File: config.mk
export PLATFORM = sky130hd
export DESIGN_NAME = sadc_top
export DESIGN_NICKNAME = d
export VERILOG_FILES = /design/src/core/sadc_successive_approx_logic.v /design/src/core/sadc_top.v
export VERILOG_INCLUDE_DIRS = /design/src /design/src/core
export SDC_FILE = /design/constraint.sdc
export NUM_CORES = 1
export LEC_CHECK = 0
export BUFFER_PORTS_ARGS = -buffer_cell sky130_fd_sc_hd__buf_2
export CORE_MARGIN = 5
export CORE_UTILIZATION = 54
export CTS_CLUSTER_DIAMETER = 150
export DETAILED_ROUTE_END_ITERATION = 7
export PLACE_DENSITY = 0.83
export SLEW_MARGIN = 25
export SYNTH_ARGS = -nofsm -noshare
export SYNTH_HDL_FRONTEND = slang
export SYNTH_SLANG_ARGS = --single-unit
File: constraint.sdc
create_clock -name i_clock -period 1.95 [get_ports i_clock]
set_input_delay 0.195 -clock i_clock [delete_from_list [all_inputs] [get_ports i_clock]]
set_output_delay 0.195 -clock i_clock [all_outputs]
set_load 0.02 [all_outputs]
File: src/core/sadc_defines.vh
`ifndef SADC_DEFINES_VH
`define SADC_DEFINES_VH
// ==========================================
// timing
`define SADC_CLK_NS 50
`define SADC_CONV_NS 9000
`define SADC_CONV_CYC (`SADC_CONV_NS / `SADC_CLK_NS)
`define SADC_ACQ_NS 1500
`define SADC_ACQ_CYC ((`SADC_ACQ_NS + `SADC_CLK_NS - 1) / `SADC_CLK_NS)
`define SADC_CNT_W 9
// last count of the conversion window, conversion cycles minus one
`define SADC_CONV_LAST 9'h0b3
// one sar step every sixteen cycles of the window
`define SADC_STEP_BITS 4
// ==========================================
// result layout
`define SADC_RES_W 10
`define SADC_SUB_BITS 2
`define SADC_SHIFT_W 13
// ==========================================
// power-down input levels
`define SADC_PD_LOW 2'h0
`define SADC_PD_FLOAT 2'h1
`define SADC_PD_HIGH 2'h2
// ==========================================
// reset values
// sampled select and clock reset to their idle levels
`define SADC_RST_SELECT 1'h1
`define SADC_RST_SCLK 1'h0
`define SADC_RST_DOUT 1'h0
`define SADC_RST_OE 1'h0
`define SADC_RST_TRACKING 1'h1
`define SADC_RST_BUSY 1'h0
`define SADC_RST_SHUTDOWN 1'h0
`define SADC_RST_INT_REF 1'h0
`endif

File: src/core/sadc_successive_approx_logic.v
`timescale 1ns/1ns
`include "sadc_defines.vh"
module sadc_successive_approx_logic (
	// clock and reset
	input wire i_clock,
	input wire i_rstn,
	// control
	input wire i_start,
	input wire i_step,
	input wire [`SADC_RES_W-1:0] i_held_sample,
	// result
	output reg [`SADC_RES_W-1:0] o_result
);
	// ==========================================
	// bitwise search
	reg [`SADC_RES_W-1:0] trial_q;
	reg [`SADC_RES_W-1:0] bit_q;
	always @(posedge i_clock or negedge i_rstn) begin
		if (!i_rstn) begin
			trial_q <= 10'h000;
			bit_q <= 10'h000;
			o_result <= 10'h000;
		end else if (i_start) begin
			trial_q <= 10'h200;
			bit_q <= 10'h200;
		end else if (i_step && bit_q != 10'h000) begin
			if (trial_q > i_held_sample) begin
				trial_q <= (trial_q & ~bit_q) | (bit_q >> 1);
			end else begin
				trial_q <= trial_q | (bit_q >> 1);
			end
			bit_q <= bit_q >> 1;
			if (bit_q == 10'h001) begin
				o_result <= (trial_q > i_held_sample) ? (trial_q & ~bit_q) : trial_q;
			end
		end
	end
endmodule // sadc_successive_approx_logic

File: src/core/sadc_top.v
`timescale 1ns/1ns
`include "sadc_defines.vh"
module sadc_top (
	// clock and reset
	input wire i_clock,
	input wire i_rstn,
	// serial link
	input wire i_select_n,
	input wire i_sclk,
	output reg o_dout,
	output reg o_dout_oe,
	// analog stand-in and power-down
	input wire [`SADC_RES_W-1:0] i_analog_sample_input,
	input wire [1:0] i_power_down_tri_level,
	output reg o_tracking,
	output reg o_busy,
	output reg o_shutdown,
	output reg o_int_ref_en
);
	// ==========================================
	// states
	// one-hot codes; anything else falls back to idle
	localparam [2:0] ST_IDLE = 3'h1;
	localparam [2:0] ST_CONV = 3'h2;
	localparam [2:0] ST_READ = 3'h4;
	// ==========================================
	// decoders
	// a line fell between its last registered sample and its present level
	function edge_fell;
		input prev_level;
		input now_level;
		edge_fell = prev_level & ~now_level;
	endfunction
	// only a driven low shuts down; floating and the spare code stay awake
	function pd_is_shutdown;
		input [1:0] level;
		pd_is_shutdown = (level == `SADC_PD_LOW);
	endfunction
	// only a driven high runs the internal reference
	function pd_uses_int_ref;
		input [1:0] level;
		pd_uses_int_ref = (level == `SADC_PD_HIGH);
	endfunction
	// ==========================================
	// storage
	reg [2:0] state_q;
	reg [2:0] state_d;
	reg sel_q;
	reg sclk_q;
	reg [`SADC_CNT_W-1:0] cnt_q;
	reg [`SADC_CNT_W-1:0] cnt_d;
	reg [`SADC_RES_W-1:0] held_q;
	reg [`SADC_RES_W-1:0] held_d;
	reg [`SADC_SHIFT_W-1:0] shift_q;
	wire [`SADC_SHIFT_W-1:0] shift_d;
	reg shift_load;
	reg shift_adv;
	reg dout_d;
	reg oe_d;
	reg tracking_d;
	reg busy_d;
	// ==========================================
	// strobes
	wire [`SADC_RES_W-1:0] result;
	wire [`SADC_SHIFT_W-1:0] shift_load_val;
	wire sel_fall;
	wire sclk_fall;
	wire shutdown;
	wire int_ref;
	wire conv_last;
	wire sar_step;
	assign sel_fall = edge_fell(sel_q, i_select_n);
	// clock falls only count in the read state, so one seen during a
	// conversion is dropped rather than shifting data early
	assign sclk_fall = edge_fell(sclk_q, i_sclk);
	assign shutdown = pd_is_shutdown(i_power_down_tri_level);
	assign int_ref = pd_uses_int_ref(i_power_down_tri_level);
	assign conv_last = (cnt_q == `SADC_CONV_LAST);
	// sar steps spread over the window; the ten steps end well before it
	// closes, so the result is settled when the end bit rises
	assign sar_step = (state_q == ST_CONV) &&
		(cnt_q[`SADC_STEP_BITS-1:0] == {`SADC_STEP_BITS{1'h0}});
	// ==========================================
	// successive approximation
	sadc_successive_approx_logic u_sar (
		.i_clock(i_clock),
		.i_rstn(i_rstn),
		.i_start(sel_fall),
		.i_step(sar_step),
		.i_held_sample(held_q),
		.o_result(result)
	);
	// ==========================================
	// result shifter
	// the result sits under the end bit; the low slots are the two sub-bits
	// and one spare, and every shift pulls in a zero so late clocks read low
	assign shift_load_val = {result, {(`SADC_SHIFT_W - `SADC_RES_W){1'h0}}};
	genvar k;
	generate
		for (k = 0; k < `SADC_SHIFT_W; k = k + 1) begin : g_shift
			if (k == 0) begin : g_first
				assign shift_d[k] = shift_load ? shift_load_val[k] :
					(shift_adv ? 1'h0 : shift_q[k]);
			end else begin : g_next
				assign shift_d[k] = shift_load ? shift_load_val[k] :
					(shift_adv ? shift_q[k-1] : shift_q[k]);
			end
		end
	endgenerate
	// ==========================================
	// next state
	always @* begin
		state_d = state_q;
		cnt_d = cnt_q;
		held_d = held_q;
		shift_load = 1'h0;
		shift_adv = 1'h0;
		dout_d = o_dout;
		oe_d = o_dout_oe;
		tracking_d = o_tracking;
		busy_d = o_busy;
		case (state_q)
			ST_IDLE: begin
				// start and hold
				// a fall in shutdown is ignored and the line stays released
				if (sel_fall && !shutdown) begin
					state_d = ST_CONV;
					held_d = i_analog_sample_input;
					cnt_d = {`SADC_CNT_W{1'h0}};
					tracking_d = 1'h0;
					busy_d = 1'h1;
					dout_d = 1'h0;
					oe_d = 1'h1;
				end
			end
			ST_CONV: begin
				if (conv_last) begin
					state_d = ST_READ;
					tracking_d = 1'h1;
					busy_d = 1'h0;
					dout_d = 1'h1;
					shift_load = 1'h1;
				end else begin
					cnt_d = cnt_q + {{(`SADC_CNT_W - 1){1'h0}}, 1'h1};
				end
			end
			ST_READ: begin
				if (sclk_fall) begin
					dout_d = shift_q[`SADC_SHIFT_W-1];
					shift_adv = 1'h1;
				end
			end
			default: begin
				state_d = ST_IDLE;
			end
		endcase
		// release when select high
		// raising select mid-conversion abandons it; the next fall starts over
		if (i_select_n) begin
			state_d = ST_IDLE;
			oe_d = 1'h0;
			dout_d = 1'h0;
			busy_d = 1'h0;
			tracking_d = 1'h1;
		end
	end
	// ==========================================
	// registers
	// select and clock samples reset to their idle levels,
	// so leaving reset with both lines idle never looks like an edge
	always @(posedge i_clock or negedge i_rstn) begin
		if (!i_rstn) begin
			state_q <= ST_IDLE;
			sel_q <= `SADC_RST_SELECT;
			sclk_q <= `SADC_RST_SCLK;
			cnt_q <= {`SADC_CNT_W{1'h0}};
			held_q <= {`SADC_RES_W{1'h0}};
			shift_q <= {`SADC_SHIFT_W{1'h0}};
			o_dout <= `SADC_RST_DOUT;
			o_dout_oe <= `SADC_RST_OE;
			o_tracking <= `SADC_RST_TRACKING;
			o_busy <= `SADC_RST_BUSY;
			o_shutdown <= `SADC_RST_SHUTDOWN;
			o_int_ref_en <= `SADC_RST_INT_REF;
		end else begin
			state_q <= state_d;
			sel_q <= i_select_n;
			sclk_q <= i_sclk;
			cnt_q <= cnt_d;
			held_q <= held_d;
			shift_q <= shift_d;
			o_dout <= dout_d;
			o_dout_oe <= oe_d;
			o_tracking <= tracking_d;
			o_busy <= busy_d;
			// shutdown decode
			// registered, so it trails the pin by one cycle
			o_shutdown <= shutdown;
			o_int_ref_en <= int_ref;
		end
	end
endmodule // sadc_top

# After elaboration in Yosys (flattened, before gate mapping)
# Cells that the tools add are included.
dict set report totals {
  regBits 73
}
dict set report classes {
  n_addsub 1
  n_lt_le_gt_ge 1
  n_eq_ne 12
  n_mux 56
  n_bitwise 9
  n_reduce_logical 21
}
# cell count
set op_table {}
lappend op_table {{two-way mux 10 bit} 6}
lappend op_table {{two-way mux 1 bit} 40}
lappend op_table {{bitwise OR 10 x 9 -> 10 bit} 2}
lappend op_table {{two-way mux 9 bit} 2}
lappend op_table {{one-hot mux 9 bit (2 select lines)} 1}
lappend op_table {{AND reduction 3 bit} 4}
lappend op_table {{bitwise AND 10 bit} 1}
lappend op_table {{== test 10 x 1 -> 1 bit, second input constant} 1}
lappend op_table {{> comparator 10 bit} 1}
lappend op_table {{inverter 10 bit} 1}
lappend op_table {{nonzero test 10 bit} 1}
lappend op_table {{nonzero test 2 bit} 5}
lappend op_table {{adder 9 x 1 -> 9 bit, second input constant} 1}
lappend op_table {{== test 9 x 8 -> 1 bit, second input constant} 1}
lappend op_table {{two-way mux 3 bit} 3}
lappend op_table {{!= test 3 bit, second input constant} 3}
lappend op_table {{one-hot mux 3 bit (3 select lines)} 1}
lappend op_table {{!= test 2 bit, second input constant} 3}
lappend op_table {{logical NOT 4 bit} 1}
lappend op_table {{one-hot mux 1 bit (2 select lines)} 2}
lappend op_table {{AND reduction 2 bit} 2}
lappend op_table {{AND reduction 4 bit} 1}
lappend op_table {{nonzero test 4 bit} 1}
lappend op_table {{== test 3 x 1 -> 1 bit, second input constant} 1}
lappend op_table {{10 further kinds} 15}

# Depth between registers and ports, before layout
dict set report logic_depth {
  word_depth 6
  ltp_mapped 7
  depth_no_buf 7
}

# Modules after synthesis
# From an unflattened synthesis, not the netlist that was laid out.
dict set report hier_totals {
  cells_unflattened 294
  hier_area_um2 3348.2
}
# mod n_inst cells_each area_per_inst_um2
set modules_own_cells {}
lappend modules_own_cells {sadc_top 1 151 1828.0}
lappend modules_own_cells {sadc_successive_approx_logic 1 143 1520.2}

# Worst setup path after synthesis
# No wires, ideal clock.
dict set report synth_timing {
  path_type {register to register}
  start {register u_sar.trial_q[5]}
  end {register u_sar.trial_q[1]}
  setup_ns 0.099
  arrival_time_ns 1.776
  required_ns 1.851
  slack_ns 0.075
  path_stages_with_launch 7
  period_less_slack_ns 1.875
  cell_sequence {dfrtp_1 > ha_1 > a21oi_1 > o21ai_0 > a2111oi_2 > nor3b_2 > a311oi_1}
}
dict set report synth_between {
  elab_chain_cells 4
}
# element line_no
set synth_lines {}
lappend synth_lines {{start: declaration} sadc_successive_approx_logic.v:16} ;# reg [`SADC_RES_W-1:0] trial_q;
lappend synth_lines {{start signal: assignment} sadc_successive_approx_logic.v:28} ;# trial_q <= (trial_q & ~bit_q) | (bit_q >> 1);
lappend synth_lines {{start signal: assignment} sadc_successive_approx_logic.v:30} ;# trial_q <= trial_q | (bit_q >> 1);
lappend synth_lines {{> comparator 10 bit} sadc_successive_approx_logic.v:27} ;# if (trial_q > i_held_sample) begin
lappend synth_lines {{two-way mux 10 bit} sadc_successive_approx_logic.v:27}
lappend synth_lines {{two-way mux 10 bit} sadc_successive_approx_logic.v:26} ;# end else if (i_step && bit_q != 10'h000) begin
lappend synth_lines {{two-way mux 10 bit} sadc_successive_approx_logic.v:23} ;# end else if (i_start) begin
# Every way passes these cells. The select of a mux whose other input is x is not followed.
# A chain may end at the register's enable or synchronous reset.

# Worst setup path in the final report
dict set report layout_timing {
  start {register u_sar.trial_q[4]}
  end {register u_sar.trial_q[2]}
}
# Same word-level chain as after synthesis.

==> flow_metrics.tcl <==
set metrics [dict create \
    outcome "finished, violations left" \
    violations "setup timing" \
    clock.fmax_mhz 491 \
    floorplan.rows 28 \
    totalWireLength_mm 8.24 \
    final_antenna_net_count 0 \
    ys_types 52 \
    grt_overflow_total 0 \
    core-area_um2 5960 \
    syn_to_final_growth_pct 27.3 \
    grt_pass1_wl_mm 12.5 \
    max_cap_violations 0 \
    hold_viol 0 \
    synth_warnings 0 \
    end_kind "register" \
    report.final.slew_viol_count 0 \
    vias_per_cell 5.73 \
    cts_buffers 9 \
    hold_slack_ns 0.0141 \
    post_drt_wl_per_cell_um 18.1 \
    clkPwrFrac_pct 40.7 \
    grt_pass1_vias 2601 \
    initial_core_util_pct 55.6 \
    fillerInstances 392 \
    start_kind "register" \
    portBuffers 21 \
    grt_start_max_net_pins 71 \
    path_clk_slew_ns 0.08 \
    min-delay-path-class "in2reg" \
    dr_total_vias 2609 \
    slowest_stage "dfrtp_1" \
    antenna_cells 0 \
    drive_above_1_share_pct 35.5 \
    power.leakage_nw 1.90 \
    p_per_area_nw_per_um2 763 \
    r2r_slack_ns -0.09 \
    synth.most_common_cell "dfrtp_1" \
    worstMarginPinSlew_ns 0.369 \
    cts_root_buffer "clkbuf_8" \
    ioPinCount 22 \
    cts_tree "built" \
    critPathKind "reg2reg" \
    critPathBufInv 1 \
    fin_crit_ns 2.04 \
    antenna_found_initial 0 \
    finalClockSkew_ns 0.0117 \
    syn_nets 345 \
    async_flop_share_pct 100 \
    syn_avg_cell_area_um2 10.4 \
    p_int_mw 2.42 \
    yosys.area.top_type "dfrtp_1" \
    pwr-share-seq_pct 48.0 \
    critPathRequiredTime_ns 2.17 \
    grtUsageTotal_pct 21.4 \
    nNetsFinal 403 \
    htreeDepth 3 \
    p_sw_share_pct 24.8 \
    die_h_um 88.3 \
    relSlewSlack_pct 75.4 \
    cts.path.max_buffers 2 \
    setup-tns-final_ns -0.632 \
    p_comb_share_pct 11.3 \
    drc 0 \
    die_w_um 88.3 \
    clock-sinks 70 \
    power.switching_uw 798 \
    synth_top_flop_cell "dfrtp_1" \
    cp_max_fo 8 \
    worst_slack_ns -0.0874 \
    synth_edf_count 0 \
    rsz0062_at_grt "true" \
    finalSetupViolations 9 \
    ys_seq_area_share_pct 53.0 \
    cpPeakStageDelay_ns 0.44 \
    ys_ff_latch 70 \
    worstSkewPairLatency_ns 0.35 \
    ir_worst_vdd_mv 0.784 \
    drt-pass1-iter-count 4 \
    post-route-period-util_pct 104 \
    hpwl_mm 5.15 \
    gp_congestion 0.898 \
    drt_iter0_drc 222 \
    design.die.area_um2 7800 \
    synth_top_area_share_pct 50.6 \
    worstPathArrival_ns 2.25 \
    crit_family "compound AO/OA/AOI/OAI gates" \
    path_cells "ha_4 > nand4_1 > a211oi_2 > a2111oi_4 > nor3b_4 > buf_12 > a311oi_2" \
    synth_cells 317 \
    synthTopCellsByArea "dfrtp_1 51%, nand2_1 6.8%, ha_1 4.5%" \
    syn_area_um2 3310 \
    netlist_top_cells_count "67 x dfrtp_1, 60 x nand2_1, 25 x a21oi_1, 18 x o21ai_0" \
]
## area by class of cell
class / instances / area, um2 / area share, %
clock buffers: 10 / 138 / 3.26
clock inverters: 6 / 83.8 / 1.99
inverters: 16 / 60.1 / 1.42
multi-input cells: 219 / 1650 / 39.2
flip-flops and latches: 70 / 1760 / 41.7
well taps: 75 / 93.8 / 2.23
repair buffers: 59 / 430 / 10.2
## flip-flops by register name, indices dropped and copies added, names as in the netlist
register,flops
held_q,10
sclk_q,1
state_q,3
o_busy,1
o_dout_oe,1
cnt_q,9
o_dout,1
u_sar.trial_q,10
shift_q,10
o_shutdown,1
sel_q,1
o_tracking,1
o_int_ref_en,1
u_sar.bit_q,10
u_sar.o_result,10
## repair_timing
action	in CTS	in global routing
gates resized for setup	18	32
hold endpoints to repair	69	0
endpoints found under the setup margin	20	24
buffers inserted	4	8
cloned	1	0
hold buffers	3	0
pin swaps	6	12
## logic make-up (layout without fill, tap and decap cells)
group / count (synthesis) / in the layout / synth area share [%]
muxes: 10 / 10 / 3.36
buffers and inverters: 28 / 91 / 4.42
xor gates and xnor gates: 7 / 7 / 1.85
adders and majority gates: 12 / 12 / 4.53
AOI/OAI and AO/OA: 75 / 75 / 15.1
DFF: 70 / 70 / 53.0
and+or+nand+nor: 115 / 115 / 17.7
## worst paths after layout
| kind | endpoint | start | cells after the start |
|---|---|---|---|
| max | u_sar.trial_q[2] | u_sar.trial_q[4] | 7 |
| min | o_int_ref_en | i_power_down_tri_level[0] | 2 |
| max reg2reg | u_sar.trial_q[2] | u_sar.trial_q[4] | 7 |
| min reg2reg | shift_q[5] | shift_q[5] | 2 |
| max in group asynchronous | state_q[0] | i_rstn | 3 |
| min in group asynchronous | held_q[8] | i_rstn | 3 |
## stage by stage
stage	setup slack, ns	instance area, um2	cells	utilization [%]	total power, mW
final	-0.0874	4220	455	70.8	3.22
after global routing	-0.146	4220	455	70.8	3.35
after CTS	0.00811	4020	450	67.5	3.18
after detailed placement	-0.0814	3630	426	61.0	1.85
after global placement	-0.0228	3630	426	61.0	1.84
after floorplan	0.0748	3310	317	-	1.73
## layout by cell type (no fill, tap or decap), drive strengths merged, types with 9 or more instances in the layout
| cell | synthesis | routed |
|---|---|---|
| o21ai | 19 | 19 |
| buf | 8 | 56 |
| ha | 12 | 12 |
| nand2 | 60 | 60 |
| clkbuf | 4 | 10 |
| dfrtp | 67 | 67 |
| inv | 16 | 17 |
| nor2 | 18 | 18 |
| a21oi | 25 | 25 |
| mux2 | 9 | 9 |
## power by group through the flow
stage	combinational (mW)	clock [mW]	sequential, mW
4_1_cts	0.327	1.32	1.54
2_1_floorplan	0.158	0	1.57
3_5_place_dp	0.287	0	1.57
6_report	0.365	1.31	1.54
5_1_grt	0.402	1.40	1.55
3_3_place_gp	0.272	0	1.56
## per-layer routing
metal  vias up  share of wire [%]  track usage, %
li1       1236                  -               -
met1      1281                 40            24.4
met2        76                 52            37.7
met3        16                4.4            5.96
met4         0                2.7            8.65
met5         -                  0               0
Power figures use the tool's default switching activity.
